**src/inc/dssc_pkg.sv**
```systemverilog
// Purpose: Shared constants for the dual synthesizer serial control ends
// Assumes: 50 MHz ref_clk, link clock made by the host
// Notes: Field positions count from the last bit shifted in
package dssc_pkg;
  localparam int CLK_NS = 20;
  localparam int SR_W = 24;
  // Latch address codes in the three lowest shifted bits
  localparam logic [2:0] ADDR_RF_N = 3'h0;
  localparam logic [2:0] ADDR_RF_R = 3'h1;
  localparam logic [2:0] ADDR_RF_CTL = 3'h2;
  localparam logic [2:0] ADDR_MASTER = 3'h3;
  localparam logic [2:0] ADDR_IF_N = 3'h4;
  localparam logic [2:0] ADDR_IF_R = 3'h5;
  localparam logic [2:0] ADDR_IF_CTL = 3'h6;
  // Latch widths
  localparam int RF_N_W = 24;
  localparam int RF_R_W = 21;
  localparam int RF_CTL_W = 16;
  localparam int MASTER_W = 11;
  localparam int IF_N_W = 24;
  localparam int IF_R_W = 19;
  localparam int IF_CTL_W = 16;
  // Field positions
  localparam int FRAC_LSB = 3;
  localparam int FRAC_W = 12;
  localparam int INT_LSB = 15;
  localparam int INT_W = 8;
  localparam int DEN_LSB = 3;
  localparam int RFR_LSB = 15;
  localparam int RFR_W = 4;
  localparam int DBL_BIT = 19;
  localparam int MST_CNT_RST = 3;
  localparam int MST_TRI = 4;
  localparam int MST_PD = 5;
  localparam int MUX_LSB = 7;
  localparam int MUX_W = 4;
  localparam int CTL_CNT_RST = 3;
  localparam int CTL_TRI = 4;
  localparam int CTL_PD = 5;
  localparam int A_LSB = 3;
  localparam int A_W = 6;
  localparam int B_LSB = 9;
  localparam int B_W = 12;
  localparam int PRE_LSB = 21;
  localparam int IFR_LSB = 3;
  localparam int IFR_W = 15;
  // Probe output select codes
  localparam logic [3:0] PROBE_OFF = 4'h0;
  localparam logic [3:0] PROBE_RF_DLOCK = 4'h1;
  localparam logic [3:0] PROBE_RF_REF = 4'h2;
  localparam logic [3:0] PROBE_RF_FB = 4'h3;
  localparam logic [3:0] PROBE_RF_ALOCK = 4'h4;
  localparam logic [3:0] PROBE_IF_REF = 4'h5;
  localparam logic [3:0] PROBE_IF_FB = 4'h6;
  localparam logic [3:0] PROBE_IF_ALOCK = 4'h7;
  localparam logic [3:0] PROBE_IF_DLOCK = 4'h8;
  // Timing
  localparam int ABL_NS = 40;
  localparam int ABL_CYC = (ABL_NS + CLK_NS - 1) / CLK_NS;
  localparam int LOCK_WIN_NS = 60;
  localparam int LOCK_WIN_CYC = LOCK_WIN_NS / CLK_NS;
  localparam int LOCK_COUNT = 5;
  localparam int SCLK_NS = 160;
  localparam int SCLK_HALF_CYC = SCLK_NS / 2 / CLK_NS;
  localparam int STROBE_NS = 80;
  localparam int STROBE_CYC = (STROBE_NS + CLK_NS - 1) / CLK_NS;
  // Host register map
  localparam logic [3:0] HOST_DATA = 4'h0;
  localparam logic [3:0] HOST_LEN = 4'h4;
  localparam logic [3:0] HOST_GO = 4'h8;
  localparam logic [3:0] HOST_STAT = 4'hC;
  localparam logic [4:0] HOST_LEN_RST = 5'h18;
endpackage

```
**src/inc/dssc_if.sv**
```systemverilog
// Purpose: Three-wire link plus probe pin between host and synthesizer
// Assumes: Probe pin has a pull-up when nobody drives it
// Notes: Probe driver enable is high while the device drives
interface dssc_if;
  logic ser_clk;
  logic ser_data;
  logic latch_strobe;
  logic probe_out;
  logic probe_oe;
  logic probe_line;
  assign probe_line = probe_oe ? probe_out : 1'b1;
  modport device (input ser_clk, input ser_data, input latch_strobe, output probe_out, output probe_oe);
  modport host (output ser_clk, output ser_data, output latch_strobe, input probe_line);
endinterface

```
**src/verilog/dssc_device.sv**
```systemverilog
// Purpose: Serial-programmed latches, dividers, phase detectors, probe mux
// Assumes: ref_clk is the reference input; vco ticks are one-cycle pulses
// Notes: Link pins pass two flip-flops before use
module dssc_pfd
  import dssc_pkg::*;
#(
  parameter int ABL = ABL_CYC,
  parameter int WIN = LOCK_WIN_CYC,
  parameter int LOCKN = LOCK_COUNT
) (
  input wire logic ref_clk,
  input wire logic rst,
  input wire logic ref_pulse,
  input wire logic fb_pulse,
  input wire logic off,
  output logic pump_up,
  output logic pump_dn,
  output logic dlock,
  output logic alock
);
  logic up_q;
  logic dn_q;
  logic [3:0] abl_cnt;
  logic [7:0] err_cnt;
  logic [3:0] lock_cnt;
  logic both;

  assign both = up_q & dn_q;

  // ----------------------------------------
  // Phase-frequency state with anti-backlash
  // ----------------------------------------
  always_ff @(posedge ref_clk) begin
    if (rst) begin
      up_q <= 1'b0;
      dn_q <= 1'b0;
      abl_cnt <= 4'h0;
    end else if (both && abl_cnt >= 4'(ABL - 1)) begin
      up_q <= 1'b0;
      dn_q <= 1'b0;
      abl_cnt <= 4'h0;
    end else begin
      up_q <= up_q | ref_pulse;
      dn_q <= dn_q | fb_pulse;
      abl_cnt <= both ? abl_cnt + 4'h1 : 4'h0;
    end
  end

  // ----------------------------------------
  // Error width and lock counting
  // ----------------------------------------
  always_ff @(posedge ref_clk) begin
    if (rst) begin
      err_cnt <= 8'h00;
      lock_cnt <= 4'h0;
    end else if (both && abl_cnt >= 4'(ABL - 1)) begin
      err_cnt <= 8'h00;
      if (err_cnt > 8'(WIN)) begin
        lock_cnt <= 4'h0;
      end else if (lock_cnt < 4'(LOCKN)) begin
        lock_cnt <= lock_cnt + 4'h1;
      end
    end else if ((up_q ^ dn_q) && err_cnt != 8'hFF) begin
      err_cnt <= err_cnt + 8'h01;
    end
  end

  always_ff @(posedge ref_clk) begin
    if (rst) begin
      pump_up <= 1'b0;
      pump_dn <= 1'b0;
      dlock <= 1'b0;
      alock <= 1'b1;
    end else begin
      pump_up <= up_q & ~off;
      pump_dn <= dn_q & ~off;
      dlock <= (lock_cnt == 4'(LOCKN));
      alock <= ~(up_q ^ dn_q);
    end
  end
endmodule

module dssc_device
  import dssc_pkg::*;
(
  input wire logic ref_clk,
  input wire logic rst,
  dssc_if.device link,
  input wire logic rf_vco_tick,
  input wire logic if_vco_tick,
  output logic rf_pump_up,
  output logic rf_pump_dn,
  output logic if_pump_up,
  output logic if_pump_dn
);
  logic [2:0] sync1;
  logic [2:0] sync2;
  logic [2:0] sync3;
  logic sclk_rise;
  logic strobe_rise;
  logic [SR_W-1:0] shift_reg;
  logic [RF_N_W-1:0] rf_feedback_divider;
  logic [RF_R_W-1:0] rf_reference_divider;
  logic [RF_CTL_W-1:0] rf_loop_control;
  logic [MASTER_W-1:0] global_control;
  logic [IF_N_W-1:0] if_feedback_divider;
  logic [IF_R_W-1:0] if_reference_divider;
  logic [IF_CTL_W-1:0] if_loop_control;

  // ----------------------------------------
  // Link synchronisers and shift register
  // ----------------------------------------
  always_ff @(posedge ref_clk) begin
    sync1 <= {link.ser_clk, link.ser_data, link.latch_strobe};
    sync2 <= sync1;
    sync3 <= sync2;
  end

  assign sclk_rise = sync2[2] & ~sync3[2];
  assign strobe_rise = sync2[0] & ~sync3[0];

  always_ff @(posedge ref_clk) begin
    if (rst) begin
      shift_reg <= '0;
    end else if (sclk_rise) begin
      shift_reg <= {shift_reg[SR_W-2:0], sync2[1]};
    end
  end

  // ----------------------------------------
  // Destination latches
  // ----------------------------------------
  always_ff @(posedge ref_clk) begin
    if (rst) begin
      rf_feedback_divider <= '0;
      rf_reference_divider <= '0;
      rf_loop_control <= '0;
      global_control <= '0;
      if_feedback_divider <= '0;
      if_reference_divider <= '0;
      if_loop_control <= '0;
    end else if (strobe_rise) begin
      unique case (shift_reg[2:0])
        ADDR_RF_N: rf_feedback_divider <= shift_reg[RF_N_W-1:0];
        ADDR_RF_R: rf_reference_divider <= shift_reg[RF_R_W-1:0];
        ADDR_RF_CTL: rf_loop_control <= shift_reg[RF_CTL_W-1:0];
        ADDR_MASTER: global_control <= shift_reg[MASTER_W-1:0];
        ADDR_IF_N: if_feedback_divider <= shift_reg[IF_N_W-1:0];
        ADDR_IF_R: if_reference_divider <= shift_reg[IF_R_W-1:0];
        ADDR_IF_CTL: if_loop_control <= shift_reg[IF_CTL_W-1:0];
        default: ;
      endcase
    end
  end

  // ----------------------------------------
  // Field decode
  // ----------------------------------------
  logic [INT_W-1:0] rf_int;
  logic [FRAC_W-1:0] rf_frac;
  logic [FRAC_W-1:0] rf_den;
  logic [RFR_W-1:0] rf_r;
  logic rf_dbl;
  logic [IFR_W-1:0] if_r;
  logic [A_W-1:0] if_a;
  logic [B_W-1:0] if_b;
  logic [6:0] if_p;
  logic rf_cnt_rst;
  logic if_cnt_rst;
  logic rf_off;
  logic if_off;

  assign rf_int = rf_feedback_divider[INT_LSB +: INT_W];
  assign rf_frac = rf_feedback_divider[FRAC_LSB +: FRAC_W];
  assign rf_den = rf_reference_divider[DEN_LSB +: FRAC_W];
  assign rf_r = rf_reference_divider[RFR_LSB +: RFR_W];
  assign rf_dbl = rf_reference_divider[DBL_BIT];
  assign if_r = if_reference_divider[IFR_LSB +: IFR_W];
  assign if_a = if_feedback_divider[A_LSB +: A_W];
  assign if_b = if_feedback_divider[B_LSB +: B_W];
  assign if_p = 7'h08 << if_feedback_divider[PRE_LSB +: 2];
  assign rf_cnt_rst = global_control[MST_CNT_RST] | rf_loop_control[CTL_CNT_RST];
  assign if_cnt_rst = global_control[MST_CNT_RST] | if_loop_control[CTL_CNT_RST];
  assign rf_off = global_control[MST_TRI] | global_control[MST_PD] | rf_loop_control[CTL_TRI]
    | rf_loop_control[CTL_PD];
  assign if_off = global_control[MST_TRI] | global_control[MST_PD] | if_loop_control[CTL_TRI]
    | if_loop_control[CTL_PD];

  // ----------------------------------------
  // Reference dividers
  // ----------------------------------------
  logic [4:0] rf_racc;
  logic [4:0] rf_rsum;
  logic rf_ref;
  logic [IFR_W-1:0] if_rcnt;
  logic if_ref;

  // Doubler adds two per cycle; R of 1 with doubler saturates at cycle rate
  assign rf_rsum = rf_racc + {3'b000, rf_dbl, ~rf_dbl};

  always_ff @(posedge ref_clk) begin
    if (rst || rf_cnt_rst || rf_r == '0) begin
      rf_racc <= 5'h00;
      rf_ref <= 1'b0;
    end else if (rf_rsum >= {1'b0, rf_r}) begin
      rf_racc <= rf_rsum - {1'b0, rf_r};
      rf_ref <= 1'b1;
    end else begin
      rf_racc <= rf_rsum;
      rf_ref <= 1'b0;
    end
  end

  always_ff @(posedge ref_clk) begin
    if (rst || if_cnt_rst || if_r == '0) begin
      if_rcnt <= '0;
      if_ref <= 1'b0;
    end else if (if_rcnt + 15'h0001 >= if_r) begin
      if_rcnt <= '0;
      if_ref <= 1'b1;
    end else begin
      if_rcnt <= if_rcnt + 15'h0001;
      if_ref <= 1'b0;
    end
  end

  // ----------------------------------------
  // RF fractional feedback divider
  // ----------------------------------------
  logic [INT_W:0] rf_ncnt;
  logic [FRAC_W:0] rf_facc;
  logic [FRAC_W:0] rf_fsum;
  logic rf_carry;
  logic rf_fb;

  assign rf_fsum = rf_facc + {1'b0, rf_frac};

  always_ff @(posedge ref_clk) begin
    if (rst || rf_cnt_rst) begin
      rf_ncnt <= '0;
      rf_facc <= '0;
      rf_carry <= 1'b0;
      rf_fb <= 1'b0;
    end else if (rf_vco_tick && rf_ncnt + 9'h001 >= {1'b0, rf_int} + {8'h00, rf_carry}) begin
      rf_ncnt <= '0;
      rf_fb <= 1'b1;
      if (rf_fsum >= {1'b0, rf_den}) begin
        rf_facc <= rf_fsum - {1'b0, rf_den};
        rf_carry <= 1'b1;
      end else begin
        rf_facc <= rf_fsum;
        rf_carry <= 1'b0;
      end
    end else begin
      rf_ncnt <= rf_vco_tick ? rf_ncnt + 9'h001 : rf_ncnt;
      rf_fb <= 1'b0;
    end
  end

  // ----------------------------------------
  // IF pulse-swallow feedback divider
  // ----------------------------------------
  logic [6:0] pre_cnt;
  logic [A_W-1:0] a_cnt;
  logic [B_W-1:0] b_cnt;
  logic if_fb;
  logic pre_out;

  assign pre_out = if_vco_tick && pre_cnt + 7'h01 >= if_p + {6'h00, a_cnt != '0};

  always_ff @(posedge ref_clk) begin
    if (rst || if_cnt_rst) begin
      pre_cnt <= '0;
      a_cnt <= '0;
      b_cnt <= '0;
      if_fb <= 1'b0;
    end else if (pre_out) begin
      pre_cnt <= '0;
      if (b_cnt <= 12'h001) begin
        b_cnt <= if_b;
        a_cnt <= if_a;
        if_fb <= 1'b1;
      end else begin
        b_cnt <= b_cnt - 12'h001;
        a_cnt <= (a_cnt != '0) ? a_cnt - 6'h01 : a_cnt;
        if_fb <= 1'b0;
      end
    end else begin
      pre_cnt <= if_vco_tick ? pre_cnt + 7'h01 : pre_cnt;
      if_fb <= 1'b0;
    end
  end

  // ----------------------------------------
  // Phase detectors
  // ----------------------------------------
  logic rf_dlock;
  logic rf_alock;
  logic if_dlock;
  logic if_alock;

  dssc_pfd u_rf_pfd (
    .ref_clk(ref_clk), .rst(rst), .ref_pulse(rf_ref), .fb_pulse(rf_fb), .off(rf_off),
    .pump_up(rf_pump_up), .pump_dn(rf_pump_dn), .dlock(rf_dlock), .alock(rf_alock)
  );

  dssc_pfd u_if_pfd (
    .ref_clk(ref_clk), .rst(rst), .ref_pulse(if_ref), .fb_pulse(if_fb), .off(if_off),
    .pump_up(if_pump_up), .pump_dn(if_pump_dn), .dlock(if_dlock), .alock(if_alock)
  );

  // ----------------------------------------
  // Probe output multiplexer
  // ----------------------------------------
  always_ff @(posedge ref_clk) begin
    if (rst) begin
      link.probe_out <= 1'b0;
      link.probe_oe <= 1'b0;
    end else begin
      unique case (global_control[MUX_LSB +: MUX_W])
        PROBE_RF_DLOCK: {link.probe_out, link.probe_oe} <= {rf_dlock, 1'b1};
        PROBE_RF_REF: {link.probe_out, link.probe_oe} <= {rf_ref, 1'b1};
        PROBE_RF_FB: {link.probe_out, link.probe_oe} <= {rf_fb, 1'b1};
        PROBE_RF_ALOCK: {link.probe_out, link.probe_oe} <= {1'b0, ~rf_alock};
        PROBE_IF_REF: {link.probe_out, link.probe_oe} <= {if_ref, 1'b1};
        PROBE_IF_FB: {link.probe_out, link.probe_oe} <= {if_fb, 1'b1};
        PROBE_IF_ALOCK: {link.probe_out, link.probe_oe} <= {1'b0, ~if_alock};
        PROBE_IF_DLOCK: {link.probe_out, link.probe_oe} <= {if_dlock, 1'b1};
        default: {link.probe_out, link.probe_oe} <= 2'b00;
      endcase
    end
  end
endmodule

```
**src/flat_wrapper.sv**
```systemverilog
// flat-port wrapper written by rule: the top's interface ports become plain ports
module dssc_device_flat import dssc_pkg::*;
  (ref_clk, rst, rf_vco_tick, if_vco_tick, rf_pump_up, rf_pump_dn, if_pump_up, if_pump_dn, link_ser_clk, link_ser_data, link_latch_strobe, link_probe_out, link_probe_oe);
  dssc_if link_i ();
  input wire logic ref_clk;
  input wire logic rst;
  input wire logic rf_vco_tick;
  input wire logic if_vco_tick;
  output logic rf_pump_up;
  output logic rf_pump_dn;
  output logic if_pump_up;
  output logic if_pump_dn;
  input wire logic [$bits(link_i.ser_clk)-1:0] link_ser_clk;
  input wire logic [$bits(link_i.ser_data)-1:0] link_ser_data;
  input wire logic [$bits(link_i.latch_strobe)-1:0] link_latch_strobe;
  output wire logic [$bits(link_i.probe_out)-1:0] link_probe_out;
  output wire logic [$bits(link_i.probe_oe)-1:0] link_probe_oe;
  assign link_i.ser_clk = link_ser_clk;
  assign link_i.ser_data = link_ser_data;
  assign link_i.latch_strobe = link_latch_strobe;
  assign link_probe_out = link_i.probe_out;
  assign link_probe_oe = link_i.probe_oe;
  dssc_device u_core (.ref_clk(ref_clk), .rst(rst), .link(link_i), .rf_vco_tick(rf_vco_tick), .if_vco_tick(if_vco_tick), .rf_pump_up(rf_pump_up), .rf_pump_dn(rf_pump_dn), .if_pump_up(if_pump_up), .if_pump_dn(if_pump_dn));
endmodule
```
**config.mk**
```make
export PLATFORM = sky130hd
export DESIGN_NAME = dssc_device_flat
export DESIGN_NICKNAME = d
export VERILOG_FILES = /design/src/inc/dssc_pkg.sv /design/src/inc/dssc_if.sv /design/src/verilog/dssc_device.sv /design/src/flat_wrapper.sv
export SDC_FILE = /design/constraint.sdc
export NUM_CORES = 1
export LEC_CHECK = 0
export ABC_AREA = 1
export BUFFER_PORTS_ARGS = -buffer_cell sky130_fd_sc_hd__buf_2
export CAP_MARGIN = 25
export CORE_ASPECT_RATIO = 0.7
export CORE_MARGIN = 2
export CORE_UTILIZATION = 49
export CTS_BUF_LIST = sky130_fd_sc_hd__clkbuf_4
export DETAILED_ROUTE_END_ITERATION = 10
export PLACE_DENSITY = 0.61
export SLEW_MARGIN = 10
export SYNTH_ARGS = -nofsm -noshare
export SYNTH_HDL_FRONTEND = slang
export SYNTH_HIERARCHICAL = 1
export SYNTH_SLANG_ARGS = --single-unit
```
**constraint.sdc**
```tcl
create_clock -name ref_clk -period 3.87 [get_ports ref_clk]
set_input_delay 0.5805 -clock ref_clk [delete_from_list [all_inputs] [get_ports ref_clk]]
set_output_delay 0.5805 -clock ref_clk [all_outputs]
set_load 0.03 [all_outputs]
```
==> results of run 1 <==
==> layer usage <==
metal / wire, um / track usage / vias up
met5: 10 / 0 / -
met4: 505 / 0.06368 / 2
met3: 1637 / 0.04259 / 46
met2: 11380 / 0.3155 / 245
met1: 15510 / 0.3295 / 4796
li1: - / - / 5725
==> per-stage QoR <==
| stage | cells | power, uW |
|---|---|---|
| final | 2152 | 7661 |
| after global routing | 2152 | 8275 |
| after CTS | 2151 | 7700 |
| after floorplan | 1750 | 5110 |
| after detailed placement | 2051 | 5718 |
| after global placement | 2051 | 5689 |
==> synth_stat cells (4+ instances only) <==
| cell type | n | area (sq um) |
|---|---|---|
| ha_1 | 84 | 1051 |
| nor2_2 | 6 | 37.54 |
| xnor2_1 | 21 | 183.9 |
| nor2_4 | 5 | 56.30 |
| nor2_1 | 290 | 1089 |
| dfxtp_1 | 234 | 4684 |
| nand4_1 | 33 | 206.5 |
| nand2_2 | 16 | 100.1 |
| nor4_1 | 8 | 50.05 |
| nand2_1 | 311 | 1167 |
| nand3_2 | 4 | 40.04 |
| nand3b_1 | 8 | 60.06 |
| nor3_1 | 21 | 105.1 |
| inv_2 | 5 | 18.77 |
| a211oi_1 | 7 | 52.55 |
| buf_2 | 10 | 50.05 |
| inv_1 | 231 | 867.1 |
| o21ai_0 | 145 | 725.7 |
| a21oi_1 | 99 | 495.5 |
| xor2_1 | 42 | 367.9 |
| o21ai_1 | 10 | 50.05 |
| a31oi_1 | 4 | 25.02 |
| clkbuf_1 | 32 | 120.1 |
| nand3_1 | 80 | 400.4 |
| fa_1 | 4 | 80.08 |
==> layout make-up <==
class / instances / area [sq um]
antenna: 1 / 2.502
sequential: 234 / 4684
timing repair buffer: 27 / 180.2
tap: 325 / 406.6
fill: 2474 / 11350
clock inverter: 18 / 71.32
inverter: 237 / 892.1
clock buffer: 79 / 593.1
multi-input combinational: 1231 / 6628
==> power breakdown <==
part	internal (uW)	switching, uW
combinational	1020	1910
sequential	2610	184
clock	937	1000
==> what timing repair did <==
| action | 4_1_cts | 5_1_grt |
|---|---|---|
| endpoints found under the setup margin | 0 | 4 |
| hold buffers | 3 | 0 |
| endpoints found under the hold margin | 3 | 0 |
| gates resized for setup | 0 | 1 |
==> worst max-delay path, delay by kind of cell (launching register included) <==
kind          cells  cell delay, ns
flops             1            0.34
fa+ha+maj         3            0.96
buf+inv           3            0.27
simple gates     13            1.49
xor+xnor          1            0.26
==> logic make-up (layout without fill, tap and decap cells) <==
group                      Yosys count  in the layout  share of synthesized area
buffers and inverters              285            361                    0.08971
xor gates and xnor gates            63             63                    0.04440
AOI/OAI and AO/OA                  286            286                     0.1224
DFF                                234            234                     0.3770
and+or+nand+nor                    792            792                     0.2749
adders and majority gates           88             88                    0.09102
other                                2              3                  0.0006043
==> worst paths after layout <==
path                             to                           from  slack [ns]
hold reg to reg     u_core/sync2[0]                u_core/sync1[0]        0.33
hold / removal    u_core/rf_ncnt[1]                    rf_vco_tick        0.23
setup / recovery  u_core/rf_facc[5]  u_core/rf_feedback_divider[3]        0.41
setup reg to reg  u_core/rf_facc[5]  u_core/rf_feedback_divider[3]        0.41
==> implementation parameters, run 1 <==
Parameter                              Value

Outcome
  Result of the run ... finished with violations
  Violated checks ... DRC

Timing
  Finish-stage setup viols ... 0
  Worst slew pin tran ... about 0.86 ns
  Clock tree skew after final layout ... between 0.04 and 0.05 ns
  Slew headroom ... 0.4260
  Period minus WS final ... ~3.5 ns
  Unrepaired setup endpoints after global routing ... false
  Number of hold violations in the final report ... 0
  Max Slew Vio Count ... 0
  Final cycle utilization of the critical path ... 0.8934
  Highest achievable clock rate ... roughly 290 MHz
  Setup WS post-layout ... approximately 0.41 ns
  Summed negative setup slack over all endpoints ... 0 ns
  Tightest hold margin ... approximately 0.23 ns

Synth
  Synthesized netlist cell count ... around 1800
  EDFF count, synth ... 0
  Mapped cell area ... roughly 12000 sq um
  Part of the Yosys area used for sequential elements ... 0.3770
  Count of unique library cells instantiated by Yosys ... between 40 and 50
  Number of register bits inferred by synthesis ... around 230
  Async S/R FF share, synth ... 0
  Commonest register cell after synthesis ... dfxtp_1
  Per-instance average area after synthesis ... just over 7 sq um
  Net count of the mapped netlist ... between 1500 and 2000
  Synth Warn # ... 6

Worst setup path
  Nature of the critical path startpoint ... flip-flop
  Worst endpoint data arrival time ... 4.04 ns
  Series of cell instances along the critical path ... ha_1 -> inv_1 -> fa_1 -> inv_1 -> nand3_1 -> nand2_2 -> nand2_1 -> nand2_1 -> xor2_1 -> inv_1 -> ha_1 -> nand2_1 -> nor2_1 -> nand3_1 -> nand3_1 -> nand2_1 -> nand3_4 -> nand2_1 -> nand3_1 -> nand2_1
  Register-to-Register Path Depth ... 20
  Path type of the worst setup path ... reg -> reg
  Critical path capture point type ... flip-flop
  Slowest cell on the critical path ... fa_1
  Maximum fanout encountered on the critical timing path ... 14
  Most numerous cell on the critical path ... nand2_1
  Critical path required time ... about 4.5 ns
  Critical path's largest stage delay ... 0.40 ns

Drt
  Via count of the routed design ... around 11000
  DRT antenna net count ... 0
  Count of unresolved DRC violations after routing ... 3
  Wire length per cell ... approximately 13 um
  Vias per std cell ... a little over 5
  Starting DRC count in detailed routing ... around 670
  Number of iterations in the first detailed-routing pass ... 10
  Total length of routed wires ... 29040 um

Finish
  Flip-flop count of the largest register after layout ... 23
  Post-layout nets ... between 1500 and 2000
  Final Util ... 0.5426
  Top library cells by usage in the layout, fill and taps aside ... nand2_1 (311), nor2_1 (290), dfxtp_1 (234)
  Non-Filler Cell Area, Final ... 13460 sq um
  Layout cell share with drive strength beyond 1 ... 0.08653
  Commonest non-fill, non-tap cell in the layout ... nand2_1
  Area growth from synthesis to layout ... 8.296%

Die
  Chip width ... 194.3 um
  Count of boundary I/O pins ... 13
  Row cnt ... 48
  Floorplan Core Area ... 24800 sq um
  Die Y ... ~140 um
  Initial Util ... 0.5010
  Die Footprint ... 26670 sq um

Clocking
  Number of clock buffers inserted by TritonCTS ... 58
  H-tree level count ... 2
  CTS clk-pin slew, worst paths ... around 0.07 ns
  Maximum count of clock buffers along a single path ... 3
  Clock sink count ... between 200 and 250
  CTS tree ... yes
  Post CTS Setup Buffer Count ... 0
  Clk_lat worst skew ... 0.72 ns
  Clock root buffer ... clkbuf_4

Global routing
  Antenna violations before repair ... 3
  Maximum number of pins on one net before global-route repair ... 62
  Overflow after GRT ... 0
  All-Layer GR Usage ... 0.2191
  Global-route wire length before repair ... 47720 um
  Vias in the first global route ... just under 10000

Min path
  Worst Hold Depth ... 3
  Hold/Removal Path Class ... in -> reg

Pwr
  Leak pwr ... around 0.0064 uW
  Largest vdd supply drop ... between 400 and 500 uV
  Pwr dens ... around 570 nW/um^2

Place
  HPWL Detailed ... 20940 um
  Global placement routability congestion ... just under 0.9
  Count of buffers from port buffering ... 12
  Worst setup timing slack at the placement stage ... around 0.42 ns
  Placed Area ... approximately 13000 sq um

Flow run
  Number of maximum-capacitance violations ... 0
Power figures use the tool's default switching activity.
==> run 2: changes to the inputs <==
--- a/config.mk
+++ b/config.mk
@@ -8,12 +8,14 @@
 export ABC_AREA = 1
 export BUFFER_PORTS_ARGS = -buffer_cell sky130_fd_sc_hd__buf_2
 export CAP_MARGIN = 25
+export CELL_PAD_IN_SITES_DETAIL_PLACEMENT = 0
+export CELL_PAD_IN_SITES_GLOBAL_PLACEMENT = 1
 export CORE_ASPECT_RATIO = 0.7
 export CORE_MARGIN = 2
 export CORE_UTILIZATION = 49
 export CTS_BUF_LIST = sky130_fd_sc_hd__clkbuf_4
 export DETAILED_ROUTE_END_ITERATION = 10
-export PLACE_DENSITY = 0.61
+export PLACE_DENSITY = 0.8
 export SLEW_MARGIN = 10
 export SYNTH_ARGS = -nofsm -noshare
 export SYNTH_HDL_FRONTEND = slang
==> run 2 against run 1 <==
Compared with the run above: the flow now finishes without violations; worst setup slack improved by 0.055 ns; worst hold slack improved by 0.018 ns; combinational power fell by 2%; design area rose by 0.10%; wire length fell by 1.5%; clock skew fell by 0.023 ns; global-route usage fell by 0.27 points; flip-flop and latch count did not move; sequential power barely moved; via count fell by 0.82%; register-to-register slack improved by 0.05 ns; clock power barely moved; critical endpoint is now u_core/rf_facc[11]; largest cell class unchanged.
==> implementation parameters, run 2 (synthesis gave the netlist of run 1 again) <==
Parameter                              Value

Pwr
  P_int ... roughly 4600 uW
  Part of the power in the clock network ... 0.257
  Largest vdd supply drop ... 484.8 uV
  Sw Share ... 0.3958
  Pwr dens ... 566.0 nW/um^2
  Total net switching power ... just over 3000 uW
  Leak pwr ... 0.006458 uW
  Combinational Power Share ... 0.378
  Share of power burned in registers ... 0.365

Die
  Row cnt ... 48
  Floorplan Core Area ... approximately 25000 sq um
  Die Y ... ~140 um
  Die Footprint ... around 27000 sq um
  Chip width ... 194.3 um
  Count of boundary I/O pins ... 13
  Initial Util ... 0.5010

Timing
  Summed negative setup slack over all endpoints ... 0 ns
  Max Slew Vio Count ... 0
  Slew headroom ... 0.4211
  Period minus WS final ... ~3.4 ns
  Tightest hold margin ... about 0.25 ns
  Worst slew pin tran ... about 0.87 ns
  Finish-stage setup viols ... 0
  Final cycle utilization of the critical path ... 0.8793
  Number of hold violations in the final report ... 0
  Unrepaired setup endpoints after global routing ... false
  Clock tree skew after final layout ... just over 0.02 ns
  Highest achievable clock rate ... about 290 MHz

Flow run
  Number of maximum-capacitance violations ... 0

Place
  Global placement routability congestion ... 0.8477
  Placed Area ... between 10000 and 15000 sq um
  Count of buffers from port buffering ... 12
  HPWL Detailed ... between 20000 and 25000 um

Drt
  Number of iterations in the first detailed-routing pass ... 7
  Via count of the routed design ... 10725
  Total length of routed wires ... 28610 um
  Starting DRC count in detailed routing ... about 550
  Count of unresolved DRC violations after routing ... 0
  Wire length per cell ... between 10 and 15 um
  Vias per std cell ... around 5
  DRT antenna net count ... 0

Finish
  Commonest non-fill, non-tap cell in the layout ... nand2_1
  Flip-flop count of the largest register after layout ... 23
  Layout cell share with drive strength beyond 1 ... 0.08703
  Area growth from synthesis to layout ... 8.407%
  Non-Filler Cell Area, Final ... 13470 sq um
  Post-layout nets ... about 1900
  Top library cells by usage in the layout, fill and taps aside ... nand2_1 (311), nor2_1 (290), dfxtp_1 (234)

Clocking
  Post CTS Setup Buffer Count ... 0
  Number of clock buffers inserted by TritonCTS ... 58
  H-tree level count ... 2
  Resized cells post-CTS ... 0
  CTS tree ... yes
  Maximum count of clock buffers along a single path ... 3
  Clock root buffer ... clkbuf_4
  Clk_lat worst skew ... ~0.70 ns
  Clock sink count ... roughly 230
  CTS clk-pin slew, worst paths ... 0.07 ns

Worst setup path
  Path type of the worst setup path ... reg -> reg
  Nature of the critical path startpoint ... flip-flop
  Worst r2r src ... u_core/rf_facc[0]
  Register-to-Register Path Depth ... 20
  Critical path capture point type ... flip-flop
  Worst endpoint data arrival time ... approximately 4 ns
  Worst R2R Setup Slack ... approximately 0.47 ns
  Maximum fanout encountered on the critical timing path ... 14
  Destination of the worst register-to-register timing path ... u_core/rf_facc[11]
  Critical path required time ... about 4.5 ns

Min path
  Hold/Removal Path Class ... in -> reg
  Worst Hold Depth ... 2
  Endpoint with the worst hold slack ... u_core/u_rf_pfd/lock_cnt[1]
  Worst Min Path Start ... rst

Global routing
  Overflow after GRT ... 0
  Antenna violations before repair ... 1
  All-Layer GR Usage ... 0.2164
  Vias in the first global route ... just under 10000
  Maximum number of pins on one net before global-route repair ... 55
  Global-route wire length before repair ... approximately 47000 um

Outcome
  Result of the run ... finished clean
## run 2: changes by cell type in the layout (fill, tap and decap cells not counted), sizes merged
cell,delta
clkbuf,+3
clkinv,-2
buf,-1
inv,+1
## run 2: how the worst max path moves through the flow
stage / start / to / slack (ns) / depth (start not counted)
after floorplan: u_core/rf_feedback_divider[3] / u_core/rf_facc[3] / 1.0 / 22
after global placement: u_core/rf_facc[0] / u_core/rf_facc[5] / 0.62 / 20
after detailed placement: u_core/rf_facc[0] / u_core/rf_facc[11] / 0.51 / 20
after CTS: u_core/rf_facc[0] / u_core/rf_facc[11] / 0.46 / 20
after global routing: u_core/rf_facc[0] / u_core/rf_facc[9] / 0.09 / 20
final: u_core/rf_facc[0] / u_core/rf_facc[11] / 0.47 / 20
## run 2: final cells by class
| class | count | area [sq um] |
|---|---|---|
| inverter | 237 | 892.1 |
| multi-input combinational | 1231 | 6628 |
| antenna | 1 | 2.502 |
| fill | 2495 | 11330 |
| clock inverter | 17 | 66.31 |
| sequential | 234 | 4684 |
| tap | 325 | 406.6 |
| timing repair buffer | 26 | 176.4 |
| clock buffer | 82 | 615.6 |
## run 2: per-layer routing
layer / share of wire / routed length (um) / GRT usage
met4: 0.014 / 391 / 0.06111
met5: 0 / 0 / 0
met3: 0.052 / 1477 / 0.03990
met1: 0.53 / 15110 / 0.3200
met2: 0.41 / 11630 / 0.3211
## run 2: power by group through the flow
| stage | clock (uW) | sequential, uW | combinational [uW] |
|---|---|---|---|
| 6_report | 1960 | 2780 | 2880 |
| 5_1_grt | 2170 | 2800 | 3320 |
| 3_5_place_dp | 0 | 2830 | 2820 |
| 3_3_place_gp | 0 | 2830 | 2820 |
| 4_1_cts | 2040 | 2780 | 2840 |
| 2_1_floorplan | 0 | 2780 | 2330 |
## run 2: critical path, stage by stage, from the launching register on
cell	delay (ns)
dfxtp_1	0.34
ha_1	0.22
inv_1	0.07
fa_1	0.39
inv_1	0.10
nand3_1	0.08
nand2_2	0.12
nand2_1	0.06
nand2_1	0.07
xor2_1	0.20
inv_1	0.07
ha_1	0.37
nand2_1	0.13
nor3_2	0.18
nand2_1	0.08
o21ai_1	0.12
inv_1	0.23
nand3_4	0.27
nand2_1	0.08
nand3_1	0.08
nand2_1	0.06
## run 2: timing repair
action / in CTS / in global routing
hold endpoints to repair: 3 / 0
endpoints found under the setup margin: 0 / 0
hold buffers: 3 / 0
## run 2: per-stage QoR
step	instances	total power, uW	setup WS, ns	util
2_1_floorplan	1750	5110	1.000	-
3_3_place_gp	2049	5649	0.6231	0.5139
3_5_place_dp	2049	5653	0.5081	0.5139
4_1_cts	2151	7665	0.4587	0.5426
5_1_grt	2153	8294	0.09340	0.5431
6_report	2153	7625	0.4673	0.5431
==> run 3: changes to the inputs <==
==> constraint.sdc (replaced) <==
create_clock -name ref_clk -period 3.6 [get_ports ref_clk]
set_input_delay 0.54 -clock ref_clk [delete_from_list [all_inputs] [get_ports ref_clk]]
set_output_delay 0.54 -clock ref_clk [all_outputs]
set_load 0.03 [all_outputs]
==> run 3 against run 2 <==
Compared with the run above: wire length down 0.28%; sequential share of layout area decreased by 0.19 points; largest power group unchanged; critical endpoint is now u_core/rf_facc[0]; worst setup slack worse by 0.19 ns.
==> implementation parameters, run 3 (synthesis gave the netlist of run 1 again) <==
Parameter                              Value

Outcome
  Result of the run ... finished clean

Pwr
  Largest vdd supply drop ... 749.7 uV
  Pwr dens ... slightly above 600 nW/um^2
  Leak pwr ... about 0.0065 uW
  Pwr Total ... approximately 8300 uW

Global routing
  All-Layer GR Usage ... 0.2153
  M1 GR Usage ... 0.3193
  Busiest grt layer ... met2
  Antenna violations before repair ... 2
  Met3 global-route usage ... 0.04088
  Overflow after GRT ... 0
  GRT met2 Usage ... 0.3213
  Global-route wire length before repair ... approximately 47000 um
  Vias in the first global route ... about 9700
  Maximum number of pins on one net before global-route repair ... 50

Timing
  Tightest hold margin ... approximately 0.2 ns
  Summed negative setup slack over all endpoints ... 0 ns
  Max Slew Vio Count ... 0
  Setup WS post-layout ... between 0.2 and 0.3 ns
  Final cycle utilization of the critical path ... 0.9228
  Unrepaired setup endpoints after global routing ... false
  Number of hold violations in the final report ... 0
  Period minus WS final ... approximately 3.3 ns
  Highest achievable clock rate ... approximately 300 MHz
  Clock tree skew after final layout ... approximately 0.043 ns
  Worst slew pin tran ... 0.8647 ns
  Finish-stage setup viols ... 0
  Slew headroom ... 0.4229

Min path
  Hold/Removal Path Class ... in -> reg
  Worst Min Path Start ... rf_vco_tick

Clocking
  Post CTS Setup Buffer Count ... 0
  CTS clk-pin slew, worst paths ... roughly 0.08 ns
  Clk_lat worst skew ... ~0.71 ns
  Maximum count of clock buffers along a single path ... 3
  H-tree level count ... 2
  Number of clock buffers inserted by TritonCTS ... 57
  CTS tree ... yes
  Clock root buffer ... clkbuf_4
  Clock sink count ... around 230

Die
  Floorplan Core Area ... between 20000 and 25000 sq um
  Initial Util ... 0.5010
  Row cnt ... 48
  Die Y ... ~140 um
  Chip width ... slightly below 200 um
  Die Footprint ... 26670 sq um
  Count of boundary I/O pins ... 13

Worst setup path
  Maximum fanout encountered on the critical timing path ... 9
  Critical path capture point type ... flip-flop
  Register-to-Register Path Depth ... 22
  Worst setup path end ... u_core/rf_facc[0]
  Crit. Startpoint ... u_core/rf_feedback_divider[3]
  Worst R2R Setup Slack ... around 0.28 ns
  Worst endpoint data arrival time ... between 3 and 4 ns
  Nature of the critical path startpoint ... flip-flop
  Destination of the worst register-to-register timing path ... u_core/rf_facc[0]
  Worst r2r src ... u_core/rf_feedback_divider[3]
  Path type of the worst setup path ... reg -> reg
  Critical path required time ... about 4.2 ns

Drt
  Starting DRC count in detailed routing ... around 600
  Total length of routed wires ... approximately 29000 um
  Vias per std cell ... about 5
  Via count of the routed design ... about 11000
  DRT antenna net count ... 0
  Number of iterations in the first detailed-routing pass ... 7
  Count of unresolved DRC violations after routing ... 0
  Wire length per cell ... approximately 13 um

Place
  HPWL Detailed ... roughly 21000 um
  Placed Area ... roughly 13000 sq um
  Count of buffers from port buffering ... 12
  Worst setup timing slack at the placement stage ... about 0.35 ns
  Global placement routability congestion ... 0.8408

Finish
  Top library cells by usage in the layout, fill and taps aside ... nand2_1 (311), nor2_1 (290), dfxtp_1 (234)
  Commonest non-fill, non-tap cell in the layout ... nand2_1
  Layout cell share with drive strength beyond 1 ... 0.09165
  Area growth from synthesis to layout ... 8.991%
  Non-Filler Cell Area, Final ... 13540 sq um
  Post-layout nets ... ~1900
  Flip-flop count of the largest register after layout ... 23
  Fillers ... around 2600

Flow run
  Number of maximum-capacitance violations ... 0
-- run 3: changes by cell type in the layout (fill, tap and decap cells not counted), sizes merged --
cell / before / now
inv: 238 / 237
buf: 23 / 25
diode: 1 / 2
clkbuf: 82 / 86
bufinv: 0 / 1
-- run 3: area by class of cell --
cell class | count | area (sq um) | share of cell area
sequential | 234 | 4684 | 0.3459
clock buffer | 86 | 645.6 | 0.04767
clock inverter | 17 | 95.09 | 0.007021
multi-input combinational | 1231 | 6628 | 0.4893
antenna | 2 | 5.005 | 0.0003695
inverter | 237 | 892.1 | 0.06587
timing repair buffer | 28 | 187.7 | 0.01386
tap | 325 | 406.6 | 0.03002
-- run 3: worst min path at each step --
stage | end | slack (ns) | cells past startpoint
after global placement | u_core/sync2[2] | 0.31 | 0
after global routing | u_core/u_if_pfd/lock_cnt[1] | 0.17 | 2
after detailed placement | u_core/sync2[1] | 0.31 | 0
after floorplan | u_core/sync2[0] | 0.31 | 0
after CTS | u_core/rf_ncnt[1] | 0.13 | 3
final | u_core/rf_ncnt[1] | 0.20 | 3
-- run 3: worst max-delay path, cell delays in order (launching register included) --
cell and delay, ns:
dfxtp_1 0.35, ha_1 0.25, inv_1 0.08, fa_1 0.40, inv_1 0.10, nand3_1 0.09
nand2_2 0.13, nand2_1 0.06, nand2_1 0.07, xor2_1 0.20, inv_1 0.07, ha_1 0.33
nand2_1 0.10, inv_1 0.04, nand2_1 0.08, nand2_1 0.06, nand2_1 0.06, nand3_1 0.11
nand2_1 0.20, buf_4 0.20, nand4_1 0.10, nand3_1 0.10, nand2_1 0.05
-- run 3: what timing repair did --
item                       4_1_cts  5_1_grt
resized for setup                0        1
hold buffers                     3        0
hold endpoints to repair         3        0
setup endpoints to repair        0        1
-- run 3: metrics by stage --
step                      std cells  utilization
after floorplan                1750            -
after global placement         2052       0.5148
after detailed placement       2052       0.5148
after CTS                      2158       0.5459
after global routing           2160       0.5461
final                          2160       0.5461
-- run 3: where the power goes --
group	leakage [uW]	internal, uW	switching (uW)	total [uW]
combinational	0.00415	1100	1990	3090
clock	0.000444	1160	1070	2230
sequential	0.00190	2810	184	2990
total	0.00650	5070	3240	8310
-- run 3: metal layers --
metal | routed length, um | vias to the layer above
li1 | - | 5736
met3 | 1436 | 40
met4 | 376 | 0
met2 | 11580 | 186
met5 | 0 | -
met1 | 15130 | 4831
